--- config.mk ---
export PLATFORM = sky130hd
export DESIGN_NAME = monitor_command_link
export DESIGN_NICKNAME = d
export VERILOG_FILES = /design/src/core/monitor_command_link.v
export VERILOG_INCLUDE_DIRS = /design/src /design/src/core
export SDC_FILE = /design/constraint.sdc
export NUM_CORES = 1
export LEC_CHECK = 0
export BUFFER_PORTS_ARGS = -buffer_cell sky130_fd_sc_hd__clkbuf_2
export CAP_MARGIN = 20
export CORE_ASPECT_RATIO = 1.25
export CORE_MARGIN = 1
export CORE_UTILIZATION = 40
export DETAILED_ROUTE_END_ITERATION = 10
export PLACE_DENSITY = 0.55
export SYNTH_ARGS = -nofsm -noshare
export SYNTH_HDL_FRONTEND = slang
export SYNTH_SLANG_ARGS = --single-unit
--- constraint.sdc ---
create_clock -name SYS_CLK -period 3.2 [get_ports SYS_CLK]
set_input_delay 0 -clock SYS_CLK [delete_from_list [all_inputs] [get_ports SYS_CLK]]
set_output_delay 0 -clock SYS_CLK [all_outputs]
set_load 0.03 [all_outputs]
--- src/core/monitor_command_link_regs.vh ---
// Constants of the monitor command link: opcodes, security window, bit timing and transmit frames.
// Assumes the includer runs on a 40 ns system clock and that memory is a plain byte-wide array.
//
// Contract
// - Memory write opcode 49, address, data stored
// - Indexed read returns next two bytes, advances
// - Stack pointer read returns two bytes, high first
// - Bit rate from clock, halved when pin high
// - Wait for eight security bytes after reset
// - Compare bytes with FFF6 to FFFD, all match
// - Bypassed security allows ROM read and execute
// - Bypass holds until power-on reset only
// - Other resets need eight bytes sent again
// - Resent bytes ignored once bypass is held
// - Mismatch keeps monitor, ROM reads return undefined
// - Locked ROM fetch causes illegal-address reset
// - Failed attempt makes later resets loop forever
// - Ready break sent only after eight bytes
// - Echo every byte, results after last echo
// - Memory read opcode 4A, address, byte returned
// - Received break: two high bits, then echo
`ifndef MONITOR_COMMAND_LINK_REGS_VH
`define MONITOR_COMMAND_LINK_REGS_VH

// Command opcodes.
`define OP_WRITE 8'h49
`define OP_READ 8'h4A
`define OP_INDEXED_READ_CMD 8'h1A
`define OP_INDEXED_WRITE_CMD 8'h19
`define OP_STACK_POINTER_READ_CMD 8'h0C
`define OP_RUN 8'h28

// Security byte window and ROM range.
`define SEC_BASE 16'hFFF6
`define SEC_LAST_IDX 3'h7
`define ROM_LO 16'h8000
`define ROM_HI 16'hFFFF
`define UNDEF_DATA 8'hFF

// Security states, held across every reset except power-on.
`define SEC_LOCKED 2'h0
`define SEC_BYPASS 2'h1
`define SEC_FAILED 2'h2

// Bit time is 552 crystal periods, 138000 ns with a 4 MHz crystal (about 7246.37 baud).
// At the 40 ns system clock that is 3450 cycles, kept sized so the parameter takes it without truncation.
`define BIT_TIME_NS 138000
`define SYS_PERIOD_NS 40
`define BIT_CYC 14'hD7A

// Transmit frames, bit 0 leaves first; idle fill is high.
`define FRAME_IDLE 12'hFFF
`define FRAME_BRK_ECHO 12'h003
`define FRAME_BRK_READY 12'h000
`define FRAME_LEN_BYTE 4'hA
`define FRAME_LEN_BRK_ECHO 4'hC

`endif

--- src/core/monitor_command_link.v ---
// Monitor command interpreter on one wired-OR serial pin, with the ROM security gate.
// Assumes synchronous inputs, memory data valid one cycle after MEM_RD, and POR_N low only at power-on.
`timescale 1ns/1ps
`include "monitor_command_link_regs.vh"

module monitor_command_link #(
    parameter [13:0] BIT_CYCLES = `BIT_CYC
) (
    input wire SYS_CLK,
    input wire NRST,
    input wire POR_N,
    input wire DIV_SEL,
    input wire SER_IN,
    output wire SER_OUT,
    output wire SER_OE_N,
    output wire [15:0] MEM_ADDR,
    output wire MEM_RD,
    output wire MEM_WR,
    output wire [7:0] MEM_WDATA,
    input wire [7:0] MEM_RDATA,
    input wire [15:0] STACK_PTR,
    input wire FETCH_VALID,
    input wire [15:0] FETCH_ADDR,
    output wire RUN_RTI,
    output wire ILLEGAL_RST,
    output wire SEC_BYPASSED,
    output wire ROM_EXEC_EN
);

    localparam [1:0] R_IDLE = 2'h0;
    localparam [1:0] R_START = 2'h1;
    localparam [1:0] R_BITS = 2'h2;
    localparam [1:0] R_WAIT = 2'h3;

    localparam [3:0] S_SEC = 4'h0;
    localparam [3:0] S_RW = 4'h1;
    localparam [3:0] S_RG = 4'h2;
    localparam [3:0] S_READY = 4'h3;
    localparam [3:0] S_OP = 4'h4;
    localparam [3:0] S_AH = 4'h5;
    localparam [3:0] S_AL = 4'h6;
    localparam [3:0] S_DAT = 4'h7;
    localparam [3:0] S_SEND = 4'h8;

    reg [1:0] rx_st_q;
    reg [13:0] rx_cnt_q;
    reg [3:0] rx_n_q;
    reg [7:0] rx_sh_q;
    reg [11:0] tx_sh_q;
    reg [3:0] tx_n_q;
    reg [13:0] tx_cnt_q;
    reg oe_n_q;
    reg [3:0] st_q;
    reg [7:0] cmd_q;
    reg [15:0] ptr_q;
    reg [15:0] addr_q;
    reg [7:0] res_q;
    reg [7:0] rxb_q;
    reg [2:0] idx_q;
    reg mism_q, in_sec_q, second_q;
    reg [15:0] mem_addr_q;
    reg mem_rd_q, mem_wr_q;
    reg [7:0] mem_wdata_q;
    reg run_q;
    reg [1:0] sec_q;
    reg init_q, div_q, ill_q;

    wire [13:0] bit_len, half_len;
    wire tx_idle, rx_done, rx_byte_v, rx_brk_v, res_go, neq;
    wire sec_done, sec_match, rd_in_rom, fetch_in_rom, bypassed;

    // Bit period follows the divider pin caught at reset release; the slow mode doubles it.
    assign bit_len = div_q ? {BIT_CYCLES[12:0], 1'b0} : BIT_CYCLES;
    assign half_len = {1'b0, bit_len[13:1]};
    assign tx_idle = (tx_n_q == 4'h0);
    assign bypassed = (sec_q == `SEC_BYPASS);

    // Receive events; the stop sample decides between a byte and a break.
    assign rx_done = (rx_st_q == R_BITS) && (rx_cnt_q == 14'h0000) && (rx_n_q == 4'h8);
    assign rx_byte_v = rx_done && SER_IN;
    assign rx_brk_v = rx_done && !SER_IN && (rx_sh_q == 8'h00);
    // A result waits for the line to be free and yields to a fresh echo.
    assign res_go = tx_idle && !rx_done && ((st_q == S_SEND) || (st_q == S_READY));

    // Security verdict is formed on the last compared byte.
    assign neq = (MEM_RDATA != rxb_q);
    assign sec_done = (st_q == S_RG) && in_sec_q && (idx_q == `SEC_LAST_IDX);
    assign sec_match = !(mism_q || neq);
    assign rd_in_rom = (mem_addr_q >= `ROM_LO); // ROM runs to the top of the map.
    assign fetch_in_rom = (FETCH_ADDR >= `ROM_LO);

    assign SER_OUT = tx_sh_q[0];
    assign SER_OE_N = oe_n_q;
    assign MEM_ADDR = mem_addr_q;
    assign MEM_RD = mem_rd_q;
    assign MEM_WR = mem_wr_q;
    assign MEM_WDATA = mem_wdata_q;
    assign RUN_RTI = run_q;
    assign ILLEGAL_RST = ill_q;
    assign SEC_BYPASSED = bypassed;
    assign ROM_EXEC_EN = bypassed;

    // Receiver only starts a new frame while the transmitter is idle, otherwise it would hear its own echo.
    always @(posedge SYS_CLK or negedge NRST) begin
        if (!NRST) begin
            rx_st_q <= R_IDLE;
            rx_cnt_q <= 14'h0000;
            rx_n_q <= 4'h0;
            rx_sh_q <= 8'h00;
        end else begin
            case (rx_st_q)
                R_IDLE: begin
                    if (tx_idle && !SER_IN) begin
                        rx_st_q <= R_START;
                        rx_cnt_q <= half_len;
                    end
                end
                R_START: begin
                    if (rx_cnt_q != 14'h0000) begin
                        rx_cnt_q <= rx_cnt_q - 14'h0001;
                    end else if (SER_IN) begin
                        rx_st_q <= R_IDLE;
                    end else begin
                        rx_st_q <= R_BITS;
                        rx_cnt_q <= bit_len - 14'h0001;
                        rx_n_q <= 4'h0;
                    end
                end
                R_BITS: begin
                    if (rx_cnt_q != 14'h0000) begin
                        rx_cnt_q <= rx_cnt_q - 14'h0001;
                    end else begin
                        rx_cnt_q <= bit_len - 14'h0001;
                        if (rx_n_q == 4'h8) begin
                            rx_st_q <= R_WAIT;
                        end else begin
                            rx_sh_q <= {SER_IN, rx_sh_q[7:1]};
                            rx_n_q <= rx_n_q + 4'h1;
                        end
                    end
                end
                R_WAIT: begin
                    if (SER_IN) begin
                        rx_st_q <= R_IDLE;
                    end
                end
                default: rx_st_q <= R_IDLE;
            endcase
        end
    end

    // Transmitter drives the pin both ways during a frame and releases it between frames.
    always @(posedge SYS_CLK or negedge NRST) begin
        if (!NRST) begin
            tx_sh_q <= `FRAME_IDLE;
            tx_n_q <= 4'h0;
            tx_cnt_q <= 14'h0000;
            oe_n_q <= 1'b1;
        end else if (rx_byte_v) begin
            tx_sh_q <= {3'h7, rx_sh_q, 1'b0};
            tx_n_q <= `FRAME_LEN_BYTE;
            tx_cnt_q <= bit_len - 14'h0001;
            oe_n_q <= 1'b0;
        end else if (rx_brk_v) begin
            tx_sh_q <= `FRAME_BRK_ECHO;
            tx_n_q <= `FRAME_LEN_BRK_ECHO;
            tx_cnt_q <= bit_len - 14'h0001;
            oe_n_q <= 1'b0;
        end else if (res_go) begin
            tx_sh_q <= (st_q == S_READY) ? `FRAME_BRK_READY : {3'h7, res_q, 1'b0};
            tx_n_q <= `FRAME_LEN_BYTE;
            tx_cnt_q <= bit_len - 14'h0001;
            oe_n_q <= 1'b0;
        end else if (!tx_idle) begin
            if (tx_cnt_q != 14'h0000) begin
                tx_cnt_q <= tx_cnt_q - 14'h0001;
            end else if (tx_n_q == 4'h1) begin
                tx_n_q <= 4'h0;
                tx_sh_q <= `FRAME_IDLE;
                oe_n_q <= 1'b1;
            end else begin
                tx_sh_q <= {1'b1, tx_sh_q[11:1]};
                tx_n_q <= tx_n_q - 4'h1;
                tx_cnt_q <= bit_len - 14'h0001;
            end
        end
    end

    // Command sequencer; every reset starts in the security phase again.
    always @(posedge SYS_CLK or negedge NRST) begin
        if (!NRST) begin
            st_q <= S_SEC;
            cmd_q <= 8'h00;
            ptr_q <= 16'h0000;
            addr_q <= 16'h0000;
            res_q <= 8'h00;
            rxb_q <= 8'h00;
            idx_q <= 3'h0;
            mism_q <= 1'b0;
            in_sec_q <= 1'b1;
            second_q <= 1'b0;
            mem_addr_q <= 16'h0000;
            mem_rd_q <= 1'b0;
            mem_wr_q <= 1'b0;
            mem_wdata_q <= 8'h00;
            run_q <= 1'b0;
        end else begin
            mem_rd_q <= 1'b0;
            mem_wr_q <= 1'b0;
            run_q <= 1'b0;
            if (rx_brk_v && !in_sec_q) begin
                st_q <= S_OP;
            end else begin
                case (st_q)
                    S_SEC: begin
                        if (rx_byte_v) begin
                            rxb_q <= rx_sh_q;
                            mem_addr_q <= `SEC_BASE + {13'h0000, idx_q};
                            mem_rd_q <= 1'b1;
                            st_q <= S_RW;
                        end
                    end
                    S_RW: st_q <= S_RG;
                    S_RG: begin
                        if (in_sec_q) begin
                            mism_q <= mism_q || neq;
                            idx_q <= idx_q + 3'h1;
                            st_q <= sec_done ? S_READY : S_SEC;
                        end else begin
                            // A locked or failed part hides ROM contents behind a fixed value.
                            res_q <= (rd_in_rom && !bypassed) ? `UNDEF_DATA : MEM_RDATA;
                            st_q <= S_SEND;
                        end
                    end
                    S_READY: begin
                        if (res_go) begin
                            in_sec_q <= 1'b0;
                            st_q <= S_OP;
                        end
                    end
                    S_OP: begin
                        if (rx_byte_v) begin
                            cmd_q <= rx_sh_q;
                            second_q <= 1'b0;
                            case (rx_sh_q)
                                `OP_WRITE, `OP_READ: st_q <= S_AH;
                                `OP_INDEXED_READ_CMD: begin
                                    mem_addr_q <= ptr_q + 16'h0001;
                                    ptr_q <= ptr_q + 16'h0001;
                                    mem_rd_q <= 1'b1;
                                    st_q <= S_RW;
                                end
                                `OP_INDEXED_WRITE_CMD: st_q <= S_DAT;
                                `OP_STACK_POINTER_READ_CMD: begin
                                    res_q <= STACK_PTR[15:8];
                                    st_q <= S_SEND;
                                end
                                `OP_RUN: run_q <= 1'b1;
                                default: st_q <= S_OP;
                            endcase
                        end
                    end
                    S_AH: begin
                        if (rx_byte_v) begin
                            addr_q[15:8] <= rx_sh_q;
                            st_q <= S_AL;
                        end
                    end
                    S_AL: begin
                        if (rx_byte_v) begin
                            addr_q[7:0] <= rx_sh_q;
                            if (cmd_q == `OP_READ) begin
                                mem_addr_q <= {addr_q[15:8], rx_sh_q};
                                ptr_q <= {addr_q[15:8], rx_sh_q};
                                mem_rd_q <= 1'b1;
                                st_q <= S_RW;
                            end else begin
                                st_q <= S_DAT;
                            end
                        end
                    end
                    S_DAT: begin
                        if (rx_byte_v) begin
                            // Plain write uses the sent address; indexed write uses the next one.
                            mem_addr_q <= (cmd_q == `OP_WRITE) ? addr_q : ptr_q + 16'h0001;
                            ptr_q <= (cmd_q == `OP_WRITE) ? addr_q : ptr_q + 16'h0001;
                            mem_wdata_q <= rx_sh_q;
                            mem_wr_q <= 1'b1;
                            st_q <= S_OP;
                        end
                    end
                    S_SEND: begin
                        if (res_go) begin
                            second_q <= 1'b1;
                            if ((cmd_q == `OP_INDEXED_READ_CMD) && !second_q) begin
                                mem_addr_q <= ptr_q + 16'h0001;
                                ptr_q <= ptr_q + 16'h0001;
                                mem_rd_q <= 1'b1;
                                st_q <= S_RW;
                            end else if ((cmd_q == `OP_STACK_POINTER_READ_CMD) && !second_q) begin
                                res_q <= STACK_PTR[7:0];
                            end else begin
                                st_q <= S_OP;
                            end
                        end
                    end
                    default: st_q <= S_OP;
                endcase
            end
        end
    end

    // Security state survives ordinary resets; only power-on clears it.
    always @(posedge SYS_CLK or negedge POR_N) begin
        if (!POR_N) begin
            sec_q <= `SEC_LOCKED;
        end else if (sec_done && (sec_q == `SEC_LOCKED)) begin
            sec_q <= sec_match ? `SEC_BYPASS : `SEC_FAILED;
        end
    end

    // Divider pin is caught once after release; illegal-address resets come from fetches or a failed part.
    always @(posedge SYS_CLK or negedge NRST) begin
        if (!NRST) begin
            init_q <= 1'b0;
            div_q <= 1'b0;
            ill_q <= 1'b0;
        end else begin
            init_q <= 1'b1;
            if (!init_q) begin
                div_q <= DIV_SEL;
            end
            ill_q <= (!init_q && (sec_q == `SEC_FAILED)) ||
                     (FETCH_VALID && fetch_in_rom && !bypassed);
        end
    end

endmodule // monitor_command_link

### Yosys cells after proc, flatten, opt, wreduce, memory -nomap -nowiden

Cells that the tools add are included.

* reduce and logical (&&, ||, !) cells: 62
* magnitude comparators: 2
* add/sub/neg operators: 8
* bitwise operators: 3
* equality and inequality tests: 59
* multiplexer cells: 96

Operator list (count)
* two-way mux 16 bit: 9
* two-way mux 14 bit: 10
* two-way mux 4 bit: 21
* one-hot mux 16 bit (5 select lines): 1
* two-way mux 12 bit: 6
* one-hot mux 16 bit (4 select lines): 1
* two-way mux 8 bit: 7
* one-hot mux 14 bit (3 select lines): 1
* one-hot mux 4 bit (9 select lines): 1
* equality test 8 x 7 -> 1 bit, second input constant: 4
* greater-or-equal comparator 16 bit, second input constant: 2
* AND reduction 3 bit: 10
* inequality test 2 bit, second input constant: 14
* nonzero test 14 bit: 2
* subtractor 14 x 1 -> 14 bit, second input constant: 2
* equality test 8 x 5 -> 1 bit, second input constant: 3
* one-hot mux 8 bit (3 select lines): 1
* two-way mux 1 bit: 22
* inequality test 3 bit, second input constant: 7
* one-hot mux 4 bit (5 select lines): 1
* logical AND 1 bit: 18
* AND reduction 9 bit: 2
* adder 16 x 1 -> 16 bit, second input constant: 1
* equality test 4 x 3 -> 1 bit, second input constant: 4
* other kinds (44): 80

* input port bits: 46
* register bits after elaboration: 157
* output and inout bits: 32
* word-level logic and storage cells: 258

### Longest topological paths before layout

Gate-level depths: netlist (run 1).

* word-level depth: 9
* mapped depth: 11

### Worst setup path before layout (run 1)

No wires, ideal clock.

* path type: register -> register
* start: register rx_cnt_q[0]
* end: register mem_addr_q[10] (netlist: MEM_ADDR[10])
* cell stages (with the launch flop): 11
* period minus slack after synthesis: 2.486 ns
* required time: 3.075 ns
* data arrival time: 2.360 ns
* path slack: 0.714 ns
* path through: dfrtp_1 -> inv_1 -> ha_1 -> nor3b_1 -> nand4_1 -> buf_4 -> a211oi_2 -> o21bai_1 -> a211oi_4 -> buf_6 -> mux2_4

* longest elaborated chain between the ends: 8

Ends and longest elaborated chain
* start, declared: RTL line monitor_command_link.v:46 `reg [13:0] rx_cnt_q;`
* start signal, assigned: RTL line monitor_command_link.v:115 `rx_cnt_q <= half_len;`
* start signal, assigned: RTL line monitor_command_link.v:120 `rx_cnt_q <= rx_cnt_q - 14'h0001;`
* start signal, assigned: RTL line monitor_command_link.v:125 `rx_cnt_q <= bit_len - 14'h0001;`
* zero test 14 bit (*): RTL line monitor_command_link.v:79 `assign rx_done = (rx_st_q == R_BITS) && (rx_cnt_q == 14'h0000) && (rx_n_q == 4'h8);`
* logical AND 1 bit (*) (2 in series): RTL line monitor_command_link.v:79
* zero test 1 bit or logical AND 1 bit (tied branches): RTL line monitor_command_link.v:83, monitor_command_link.v:81
* logical AND 1 bit (on tied branches): RTL line monitor_command_link.v:83, monitor_command_link.v:81
* logical AND 1 bit (on tied branches): RTL line monitor_command_link.v:83, monitor_command_link.v:211
* inequality test 2 bit (no line) or NOT 1 bit (tied branches)
* AND reduction 10 bit (no line) (*)
* end signal, assigned: RTL line monitor_command_link.v:218 `` mem_addr_q <= `SEC_BASE + {13'h0000, idx_q}; ``
* end signal, assigned: RTL line monitor_command_link.v:248 `mem_addr_q <= ptr_q + 16'h0001;`
* end signal, assigned: RTL line monitor_command_link.v:273 `mem_addr_q <= {addr_q[15:8], rx_sh_q};`
* end, declared: RTL line monitor_command_link.v:61 `reg [15:0] mem_addr_q;`

Every way passes the cells marked *; elsewhere a longest branch is shown, timed or not.
A chain may end at the register's enable or synchronous reset.

### Worst setup path in the final report (run 1)

* start: register st_q[1]
* end: register mem_addr_q[8] (netlist: MEM_ADDR[8])

* longest elaborated chain between the ends: 5

Ends and longest elaborated chain
* start, declared: RTL line monitor_command_link.v:53 `reg [3:0] st_q;`
* start signal, assigned: RTL line monitor_command_link.v:228 `st_q <= sec_done ? S_READY : S_SEC;`
* equality test 4 bit or equality test 4 x 2 -> 1 bit (tied branches): RTL line monitor_command_link.v:83, monitor_command_link.v:214
* logical OR 1 bit: RTL line monitor_command_link.v:83 `assign res_go = tx_idle && !rx_done && ((st_q == S_SEND) || (st_q == S_READY));`
* logical AND 1 bit: RTL line monitor_command_link.v:83
* inequality test 2 bit (no line)
* AND reduction 10 bit (no line)

Several ways; a longest one is shown, not always the timed one.

==> results of run 1 <==
-- layout make-up --
type                       count  share of cell area
clock inverter                14              0.0188
inverter                      34              0.0120
multi-input combinational    671               0.436
clock buffer                  18              0.0402
tap                          279              0.0327
sequential                   157               0.370
timing repair buffer         135              0.0911
-- critical path, stage by stage, from the launching register on --
cell,delay [ns]
dfrtp_1,0.73
nor4b_4,0.16
nor2_1,0.72
o21ai_0,0.51
a221o_1,0.45
mux2_4,0.25
-- per-layer routing --
metal  global-route usage  part of all wire  vias to the layer above
li1                     -                 -                     3547
met1                0.262              0.43                     3633
met2                0.376              0.50                      129
met3               0.0391             0.024                       49
met4                0.106             0.040                        0
met5                    0                 0                        -
-- Yosys cell counts, drive strengths merged, types with 6 or more instances --
cell type	n	area share
dfrtp	143	0.40
nand2	79	0.033
mux2	75	0.096
nor2	74	0.032
o21ai	68	0.038
a21oi	43	0.024
inv	34	0.014
clkbuf	32	0.013
nor3	30	0.018
buf	22	0.016
nand3	22	0.012
a31oi	18	0.013
xnor2	17	0.017
ha	16	0.022
nor4	16	0.020
or3	16	0.011
a22oi	15	0.013
dfstp	14	0.041
nand4	13	0.0091
mux2i	10	0.011
xor2	9	0.0088
and2	7	0.0049
o22ai	7	0.0049
a211oi	6	0.0081
a2bb2oi	6	0.0059
and3	6	0.0042
nor2b	6	0.0042
o22a	6	0.0059
or2	6	0.0042
-- worst paths after layout --
kind,startpoint,end,slack [ns],cells past startpoint
max,st_q[1]$_DFFE_PN0P_,MEM_ADDR[8]$_DFFE_PN0P_,0.27,5
min,MEM_RDATA[0],res_q[0]$_DFFE_PN0P_,0.02,4
max reg2reg,st_q[1]$_DFFE_PN0P_,MEM_ADDR[8]$_DFFE_PN0P_,0.27,5
min reg2reg,tx_sh_q[10]$_DFFE_PN1P_,tx_sh_q[10]$_DFFE_PN1P_,0.49,2
max in group asynchronous,NRST,MEM_WR$_DFF_PN0_,2.20,3
min in group asynchronous,NRST,rx_cnt_q[4]$_DFFE_PN0P_,0.20,2
-- repair_timing --
item,4_1_cts,5_1_grt
endpoints found under the setup margin,0,2
hold buffers,28,0
hold endpoints to repair,76,0
resized for setup,0,1
-- kinds of logic (layout without fill, tap and decap cells) --
logic type | Yosys count | after routing | synth area share
adders and majority gates | 16 | 16 | 0.0223
and+or+nand+nor | 315 | 315 | 0.193
AOI/OAI and AO/OA | 228 | 228 | 0.169
xor gates and xnor gates | 26 | 26 | 0.0254
other | 1 | 1 | 0.000418
muxes | 85 | 85 | 0.107
DFF | 157 | 157 | 0.440
buffers and inverters | 88 | 201 | 0.0434
-- per-stage QoR --
| stage | total power, mW | util |
|---|---|---|
| floorplan | 2.06 | - |
| global route | 4.43 | 0.490 |
| global placement | 2.13 | 0.448 |
| finish | 4.30 | 0.490 |
| CTS | 4.35 | 0.490 |
| detailed placement | 2.13 | 0.448 |
-- flip-flops by register name, indices dropped and copies added (netlist names), 3 cells and up, named ones only --
name	flops
tx_cnt_q	14
addr_q	16
st_q	4
rx_cnt_q	14
ptr_q	16
idx_q	3
rxb_q	8
res_q	8
rx_sh_q	8
cmd_q	8
MEM_WDATA	8
rx_n_q	4
tx_n_q	4
tx_sh_q	12
MEM_ADDR	16
-- power by group --
part / switching, mW / total [mW] / internal, mW
Clock: 0.924 / 2.19 / 1.26
Sequential: 0.00604 / 2.00 / 1.99
Combinational: 0.0699 / 0.114 / 0.0440
==> impl_metrics.env, run 1 <==
export IMPL_status="complete, no violations"
export IMPL_wl_per_cell_um=18.5
export IMPL_pin_count=78
export IMPL_finalCritPeriodShare=0.916
export IMPL_nNetsFinal=1078
export IMPL_final_antenna_net_count=0
export IMPL_final_common_cell="dfrtp_1"
export IMPL_port_buffers=62
export IMPL_cp_end_kind="register"
export IMPL_avgViaCountPerCell=5.63
export IMPL_post_route_drc_count=0
export IMPL_fmax_mhz=341
export IMPL_rsz0062_at_grt="no"
export IMPL_cts_max_path_buffers=2
export IMPL_required_ns=3.51
export IMPL_netlist_instances=916
export IMPL_die_y_um=169
export IMPL_min_period_ns=2.93
export IMPL_num_rows=60
export IMPL_clock_sinks=157
export IMPL_core_area_sq_um=21800
export IMPL_cts_tree="yes"
export IMPL_areaGrowthSynthToFinish_pct=19.0
export IMPL_drt_total_wl_um=24200
export IMPL_avgSynthCellArea_sq_um=9.79
export IMPL_fp_dieW_um=136
export IMPL_min_path_type="primary input to register"
export IMPL_dp_hpwl_um=17000
export IMPL_grt_pass1_vias=7329
export IMPL_cts_setup_buffers=0
export IMPL_fin_ws_ns=0.267
export IMPL_register_area_sq_um=3950
export IMPL_cts_buffers=17
export IMPL_yosys_warnings=0
export IMPL_mostFrequentLayoutCells="143 x dfrtp_1, 79 x nand2_1, 71 x nor2_1"
export IMPL_hold_violations=0
export IMPL_cp_arrival_ns=3.24
export IMPL_ys_ff_latch=157
export IMPL_finalNonFillerCells=1308
export IMPL_relSlewSlack=0.401
export IMPL_p_leak_nw=4.76
export IMPL_cts_root_buf="clkbuf_16"
export IMPL_place_inst=1248
export IMPL_dp_slack_ns=0.214
export IMPL_place_area_sq_um=9750
export IMPL_irDropWorstVdd_uv=311
export IMPL_syn_area_sq_um=8970
export IMPL_setup_tns_ns=0
export IMPL_dr_pass1_iters=5
export IMPL_hold_ws_ns=0.0242
export IMPL_grt_pass1_wl_um=38900
export IMPL_p_per_area_nw_per_um2=403
export IMPL_vias=7358
export IMPL_grtUsageTotal=0.219
export IMPL_grt_overflow=0
export IMPL_initialDrtViolationCount=381
export IMPL_final_area_sq_um=10700
export IMPL_synth_edff_count=0
export IMPL_multi_input_area_sq_um=4650
export IMPL_synth_net_count=978
export IMPL_antenna_found_initial=0
export IMPL_clk_latency_ns=0.43
export IMPL_grt_max_degree=79
export IMPL_die_area_sq_um=23000
export IMPL_htree_levels=4
export IMPL_maxCapViolCount=0
export IMPL_critPathLaunchType="register"
export IMPL_yosysUniqueCellTypes=89
export IMPL_fill_cells=2067
export IMPL_clkTransAtPathRegs_ns=0.07
export IMPL_async_flop_share=1.00
export IMPL_crit_path_max_fanout=18
export IMPL_finClkSkew_ns=0.0116
export IMPL_crit_type="register to register"
export IMPL_drive_gt1_frac=0.249
export IMPL_diodes=0
export IMPL_yosysSeqAreaShare=0.440
export IMPL_max_slew_worst_pin_slew_ns=0.890
export IMPL_setup_violations_final=0
export IMPL_synthFlopType="dfrtp_1"
export IMPL_slew_viol_final=0
export IMPL_gp_congestion=0.863
export IMPL_initial_core_util=0.412
No activity file was read; power rests on OpenSTA's default activity.
==> run 2: changes to the inputs <==
Settings changed: GPL_TIMING_DRIVEN from default to 0, REMOVE_ABC_BUFFERS from default to 1.
Clock period 3.2 ns to 3.1 ns, I/O delays scaled along.
==> run 2 against run 1 <==
Via count shrank 2.0%. Clock power shrank 2%. Clock skew grew 0.0032 ns. Die area is the same. Non-clock buffer count shrank 32. Combinational power is essentially flat. Wire length shrank 2.3%. Sequential power grew 3%. Largest power group unchanged.
==> impl_metrics.env, run 2 (synthesis gave the netlist of run 1 again) <==
export IMPL_final_common_cell="dfrtp_1"
export IMPL_place_area_sq_um=9480
export IMPL_grtUsageMet1=0.270
export IMPL_die_area_sq_um=23000
export IMPL_diodes=0
export IMPL_dp_hpwl_um=15900
export IMPL_cts_buffers=17
export IMPL_finClkSkew_ns=0.0148
export IMPL_max_slew_worst_pin_slew_ns=0.999
export IMPL_hold_ws_ns=0.0375
export IMPL_irDropWorstVdd_uv=340
export IMPL_cts_root_buf="clkbuf_16"
export IMPL_htree_levels=4
export IMPL_grt_pass1_wl_um=38400
export IMPL_antenna_found_initial=0
export IMPL_status="complete, no violations"
export IMPL_cp_arrival_ns=3.23
export IMPL_critical_path_top_delay_family="simple AND/OR/NAND/NOR gates"
export IMPL_avgViaCountPerCell=5.66
export IMPL_post_route_drc_count=0
export IMPL_cp_end_kind="register"
export IMPL_initialDrtViolationCount=597
export IMPL_die_y_um=169
export IMPL_cp_startpoint="rx_st_q[0]$_DFFE_PN0P_"
export IMPL_fin_ws_ns=0.175
export IMPL_min_period_ns=2.92
export IMPL_slowest_stage="nor4_4"
export IMPL_cts_max_path_buffers=2
export IMPL_areaGrowthSynthToFinish_pct=16.7
export IMPL_gp_congestion=0.835
export IMPL_drt_total_wl_um=23700
export IMPL_clk_latency_ns=0.43
export IMPL_regToRegSetupSlack_ns=0.18
export IMPL_fp_dieW_um=136
export IMPL_grt_max_degree=86
export IMPL_num_rows=60
export IMPL_wl_per_cell_um=18.6
export IMPL_min_delay_start="MEM_RDATA[3]"
export IMPL_hold_violations=0
export IMPL_clkTransAtPathRegs_ns=0.06
export IMPL_final_antenna_net_count=0
export IMPL_vias=7211
export IMPL_cts_tree="yes"
export IMPL_relSlewSlack=0.328
export IMPL_grtUsageTotal=0.215
export IMPL_cpPeakStageDelay_ns=0.57
export IMPL_place_inst=1208
export IMPL_crit_buf_inv=1
export IMPL_required_ns=3.41
export IMPL_maxCapViolCount=0
export IMPL_crit_path_max_fanout=11
export IMPL_busiest_layer="met2"
export IMPL_finalNonFillerCells=1275
export IMPL_p_per_area_nw_per_um2=413
export IMPL_final_area_sq_um=10500
export IMPL_path_cells="inv_1 -> ha_1 -> and4b_1 -> nand2_1 -> or2_1 -> nor4_4 -> mux2_2"
export IMPL_rsz0062_at_grt="no"
export IMPL_setup_tns_ns=0
export IMPL_dr_pass1_iters=5
export IMPL_fmax_mhz=342
export IMPL_p_leak_nw=4.59
export IMPL_setup_violations_final=0
export IMPL_min_path_type="primary input to register"
export IMPL_met2_usage=0.379
export IMPL_power_mw=4.32
export IMPL_clock_sinks=157
export IMPL_slew_viol_final=0
export IMPL_grt_overflow=0
export IMPL_r2r_start="rx_st_q[0]$_DFFE_PN0P_"
export IMPL_nNetsFinal=1046
export IMPL_pin_count=78
export IMPL_initial_core_util=0.412
export IMPL_fin_util=0.481
export IMPL_core_area_sq_um=21800
export IMPL_port_buffers=62
export IMPL_mostFrequentLayoutCells="141 x dfrtp_1, 79 x nand2_1, 70 x nor2_1"
export IMPL_met3_usage=0.0293
export IMPL_grt_pass1_vias=7084
export IMPL_crit_type="register to register"
export IMPL_finalCritPeriodShare=0.943
export IMPL_critPathLaunchType="register"
export IMPL_drive_gt1_frac=0.233
export IMPL_dp_slack_ns=-0.696
[run 2: worst paths after layout]
path,endpoint,cells after the start
setup / recovery,addr_q[9]$_DFFE_PN0P_,7
setup reg to reg,addr_q[9]$_DFFE_PN0P_,7
hold / removal,res_q[3]$_DFFE_PN0P_,4
min in group asynchronous,rx_cnt_q[13]$_DFFE_PN0P_,2
hold reg to reg,tx_sh_q[10]$_DFFE_PN1P_,2
max in group asynchronous,in_sec_q$_DFFE_PN1P_,3
[run 2: metal layers]
layer  wire length, um  share of wire  up-vias
li1                  -              -     3500
met1             10600           0.45     3566
met2             12100           0.51      121
met3               609          0.026       24
met4               391          0.017        0
met5                 0              0        -
[run 2: layout make-up]
cell class | count | area [sq um]
fillers | 2062 | 11300
multi-input cells | 671 | 4700
flip-flops and latches | 157 | 3950
repair buffers | 103 | 746
clock buffers | 20 | 467
well taps | 279 | 349
clock inverters | 11 | 130
inverters | 34 | 128
[run 2: report_power, final]
group / internal, mW / switching (mW) / leakage [nW] / total, mW
registers: 2.05 / 0.00678 / 2.00 / 2.06
clock network: 1.26 / 0.888 / 0.293 / 2.14
logic: 0.0450 / 0.0704 / 2.29 / 0.115
total: 3.36 / 0.966 / 4.59 / 4.32
[run 2: repair_timing]
action | 4_1_cts | 5_1_grt
pin swaps | 3 | 3
buffers inserted | 6 | 3
hold buffers | 27 | 0
endpoints found under the hold margin | 84 | 0
resized for setup | 6 | 5
endpoints found under the setup margin | 40 | 34
[run 2: worst register-to-register path, delay by kind of cell, from the launching register on]
kind / cells / cell delay (ns)
and+or+nand+nor: 4 / 1.52
DFF: 1 / 0.42
muxes: 1 / 0.41
adders and majority gates: 1 / 0.36
buffers and inverters: 1 / 0.11
==> run 3: changes to the inputs <==
Settings changed: CTS_BUF_LIST from default to sky130_fd_sc_hd__clkbuf_16.
==> run 3 against run 2 <==
Non-clock buffer count is the same. First-iteration DRC count shrank 13%. Total power shrank 2.1%. Via count grew 0.55%. Sequential share of layout area grew 0.12 points. Maximum frequency grew 0.36%. Worst setup slack gained 0.010 ns. Highest routed layer unchanged. Hold slack lost 0.025 ns. Clock power shrank 4%. Register-to-register slack is essentially flat.
==> impl_metrics.env, run 3 (synthesis gave the netlist of run 1 again) <==
export IMPL_grt_overflow=0
export IMPL_p_per_area_nw_per_um2=406
export IMPL_dp_slack_ns=-0.696
export IMPL_status="complete, no violations"
export IMPL_antenna_found_initial=0
export IMPL_hold_ws_ns=0.0128
export IMPL_finalNonFillerCells=1275
export IMPL_clk_latency_ns=0.43
export IMPL_pin_count=78
export IMPL_nNetsFinal=1046
export IMPL_cts_max_path_buffers=2
export IMPL_clkPwrFrac=0.486
export IMPL_mostFrequentLayoutCells="141 x dfrtp_1, 79 x nand2_1, 70 x nor2_1"
export IMPL_fin_util=0.479
export IMPL_setup_violations_final=0
export IMPL_grt_pass1_wl_um=38500
export IMPL_relSlewSlack=0.331
export IMPL_pwr_share_seq=0.487
export IMPL_fp_dieW_um=136
export IMPL_final_area_sq_um=10400
export IMPL_grt_max_degree=86
export IMPL_rsz0062_at_grt="no"
export IMPL_maxCapViolCount=0
export IMPL_cts_root_buf="clkbuf_16"
export IMPL_grt_pass1_vias=7098
export IMPL_finClkSkew_ns=0.0242
export IMPL_die_y_um=169
export IMPL_slew_viol_final=0
export IMPL_grtUsageTotal=0.215
export IMPL_fin_ws_ns=0.186
export IMPL_path_cells="inv_1 -> ha_1 -> and4b_1 -> nand2_1 -> or2_1 -> nor4_4 -> mux2_2"
export IMPL_required_ns=3.41
export IMPL_final_antenna_net_count=0
export IMPL_drt_total_wl_um=23700
export IMPL_min_period_ns=2.91
export IMPL_max_slew_worst_pin_slew_ns=0.994
export IMPL_crit_path_max_fanout=11
export IMPL_cts_buffers=17
export IMPL_fill_cells=2063
export IMPL_avgViaCountPerCell=5.69
export IMPL_cp_arrival_ns=3.22
export IMPL_drive_gt1_frac=0.231
export IMPL_dp_hpwl_um=15900
export IMPL_place_inst=1208
export IMPL_power_frac_comb=0.027
export IMPL_diodes=0
export IMPL_p_leak_nw=4.58
export IMPL_initialDrtViolationCount=518
export IMPL_areaGrowthSynthToFinish_pct=16.4
export IMPL_num_rows=60
export IMPL_critical_path_top_delay_family="simple AND/OR/NAND/NOR gates"
export IMPL_finalCritPeriodShare=0.940
export IMPL_final_common_cell="dfrtp_1"
export IMPL_min_path_type="primary input to register"
export IMPL_wl_per_cell_um=18.6
export IMPL_cts_tree="yes"
export IMPL_hold_violations=0
export IMPL_crit_type="register to register"
export IMPL_die_area_sq_um=23000
export IMPL_swShare=0.225
export IMPL_fmax_mhz=343
export IMPL_vias=7251
export IMPL_clkTransAtPathRegs_ns=0.06
export IMPL_place_area_sq_um=9480
export IMPL_post_route_drc_count=0
export IMPL_cpPeakStageDelay_ns=0.56
export IMPL_core_area_sq_um=21800
export IMPL_port_buffers=62
export IMPL_dr_pass1_iters=5
export IMPL_crit_buf_inv=1
export IMPL_irDropWorstVdd_uv=337
export IMPL_htree_levels=4
export IMPL_cp_end_kind="register"
export IMPL_clock_sinks=157
export IMPL_slowest_stage="nor4_4"
export IMPL_switchingPower_uw=952
export IMPL_initial_core_util=0.412
export IMPL_gp_congestion=0.835
export IMPL_critPathLaunchType="register"
export IMPL_intPower_mw=3.28
run 3: changes by cell type in the layout (fill, tap and decap cells not counted):
cell	delta
dlygate4sd3_1	-1
clkbuf_8	-3
buf_4	+1
clkinv_1	+3
run 3: timing repair:
| item | CTS | global route |
|---|---|---|
| endpoints found under the setup margin | 40 | 34 |
| setup buffers | 7 | 3 |
| resized for setup | 6 | 5 |
| hold buffers | 26 | 0 |
| endpoints found under the hold margin | 84 | 0 |
| pin swaps | 3 | 3 |
run 3: area by class of cell:
cell class              instances  area (sq um)  share of cell area
flip-flops and latches        157          3950               0.378
multi-input cells             671          4700               0.450
repair buffers                103           743              0.0712
clock inverters                14           141              0.0135
clock buffers                  17           425              0.0408
well taps                     279           349              0.0335
inverters                      34           128              0.0122
run 3: final timing paths:
check / start / end / slack [ns] / cells past startpoint
max in group asynchronous: NRST / st_q[0]$_DFFE_PN0P_ / 2.11 / 3
hold / removal: MEM_RDATA[6] / sec_q[0]$_DFFE_PN0P_ / 0.01 / 4
min in group asynchronous: NRST / rx_cnt_q[13]$_DFFE_PN0P_ / 0.15 / 2
setup reg to reg: rx_st_q[0]$_DFFE_PN0P_ / addr_q[9]$_DFFE_PN0P_ / 0.19 / 7
hold reg to reg: tx_sh_q[10]$_DFFE_PN1P_ / tx_sh_q[10]$_DFFE_PN1P_ / 0.48 / 2
setup / recovery: rx_st_q[0]$_DFFE_PN0P_ / addr_q[9]$_DFFE_PN0P_ / 0.19 / 7
run 3: power by group through the flow:
stage               sequential (mW)  clock, mW  combinational (mW)
floorplan                      2.10          0              0.0229
global placement               2.10          0              0.0966
detailed placement             2.10          0               0.103
CTS                            2.06       2.10               0.119
global route                   2.06       2.19               0.131
finish                         2.06       2.06               0.115
run 3: metrics by stage:
stage / TNS [ns] / power, mW
2_1_floorplan: -3.32 / 2.12
3_3_place_gp: -215.79 / 2.20
3_5_place_dp: -18.15 / 2.20
4_1_cts: 0 / 4.28
5_1_grt: 0 / 4.38
6_report: 0 / 4.23
run 3: per-layer routing:
metal | vias up | track usage | part of all wire
met5 | - | 0 | 0
met4 | 0 | 0.0671 | 0.018
met3 | 30 | 0.0299 | 0.028
met2 | 124 | 0.377 | 0.51
met1 | 3601 | 0.270 | 0.44
li1 | 3496 | - | -
run 3: worst min-delay path, delay by kind of cell:
kind | cells | cell delay, ns
buffers and inverters | 1 | 0.10
AOI/OAI and AO/OA | 1 | 0.09
and+or+nand+nor | 1 | 0.14
xor gates and xnor gates | 1 | 0.07
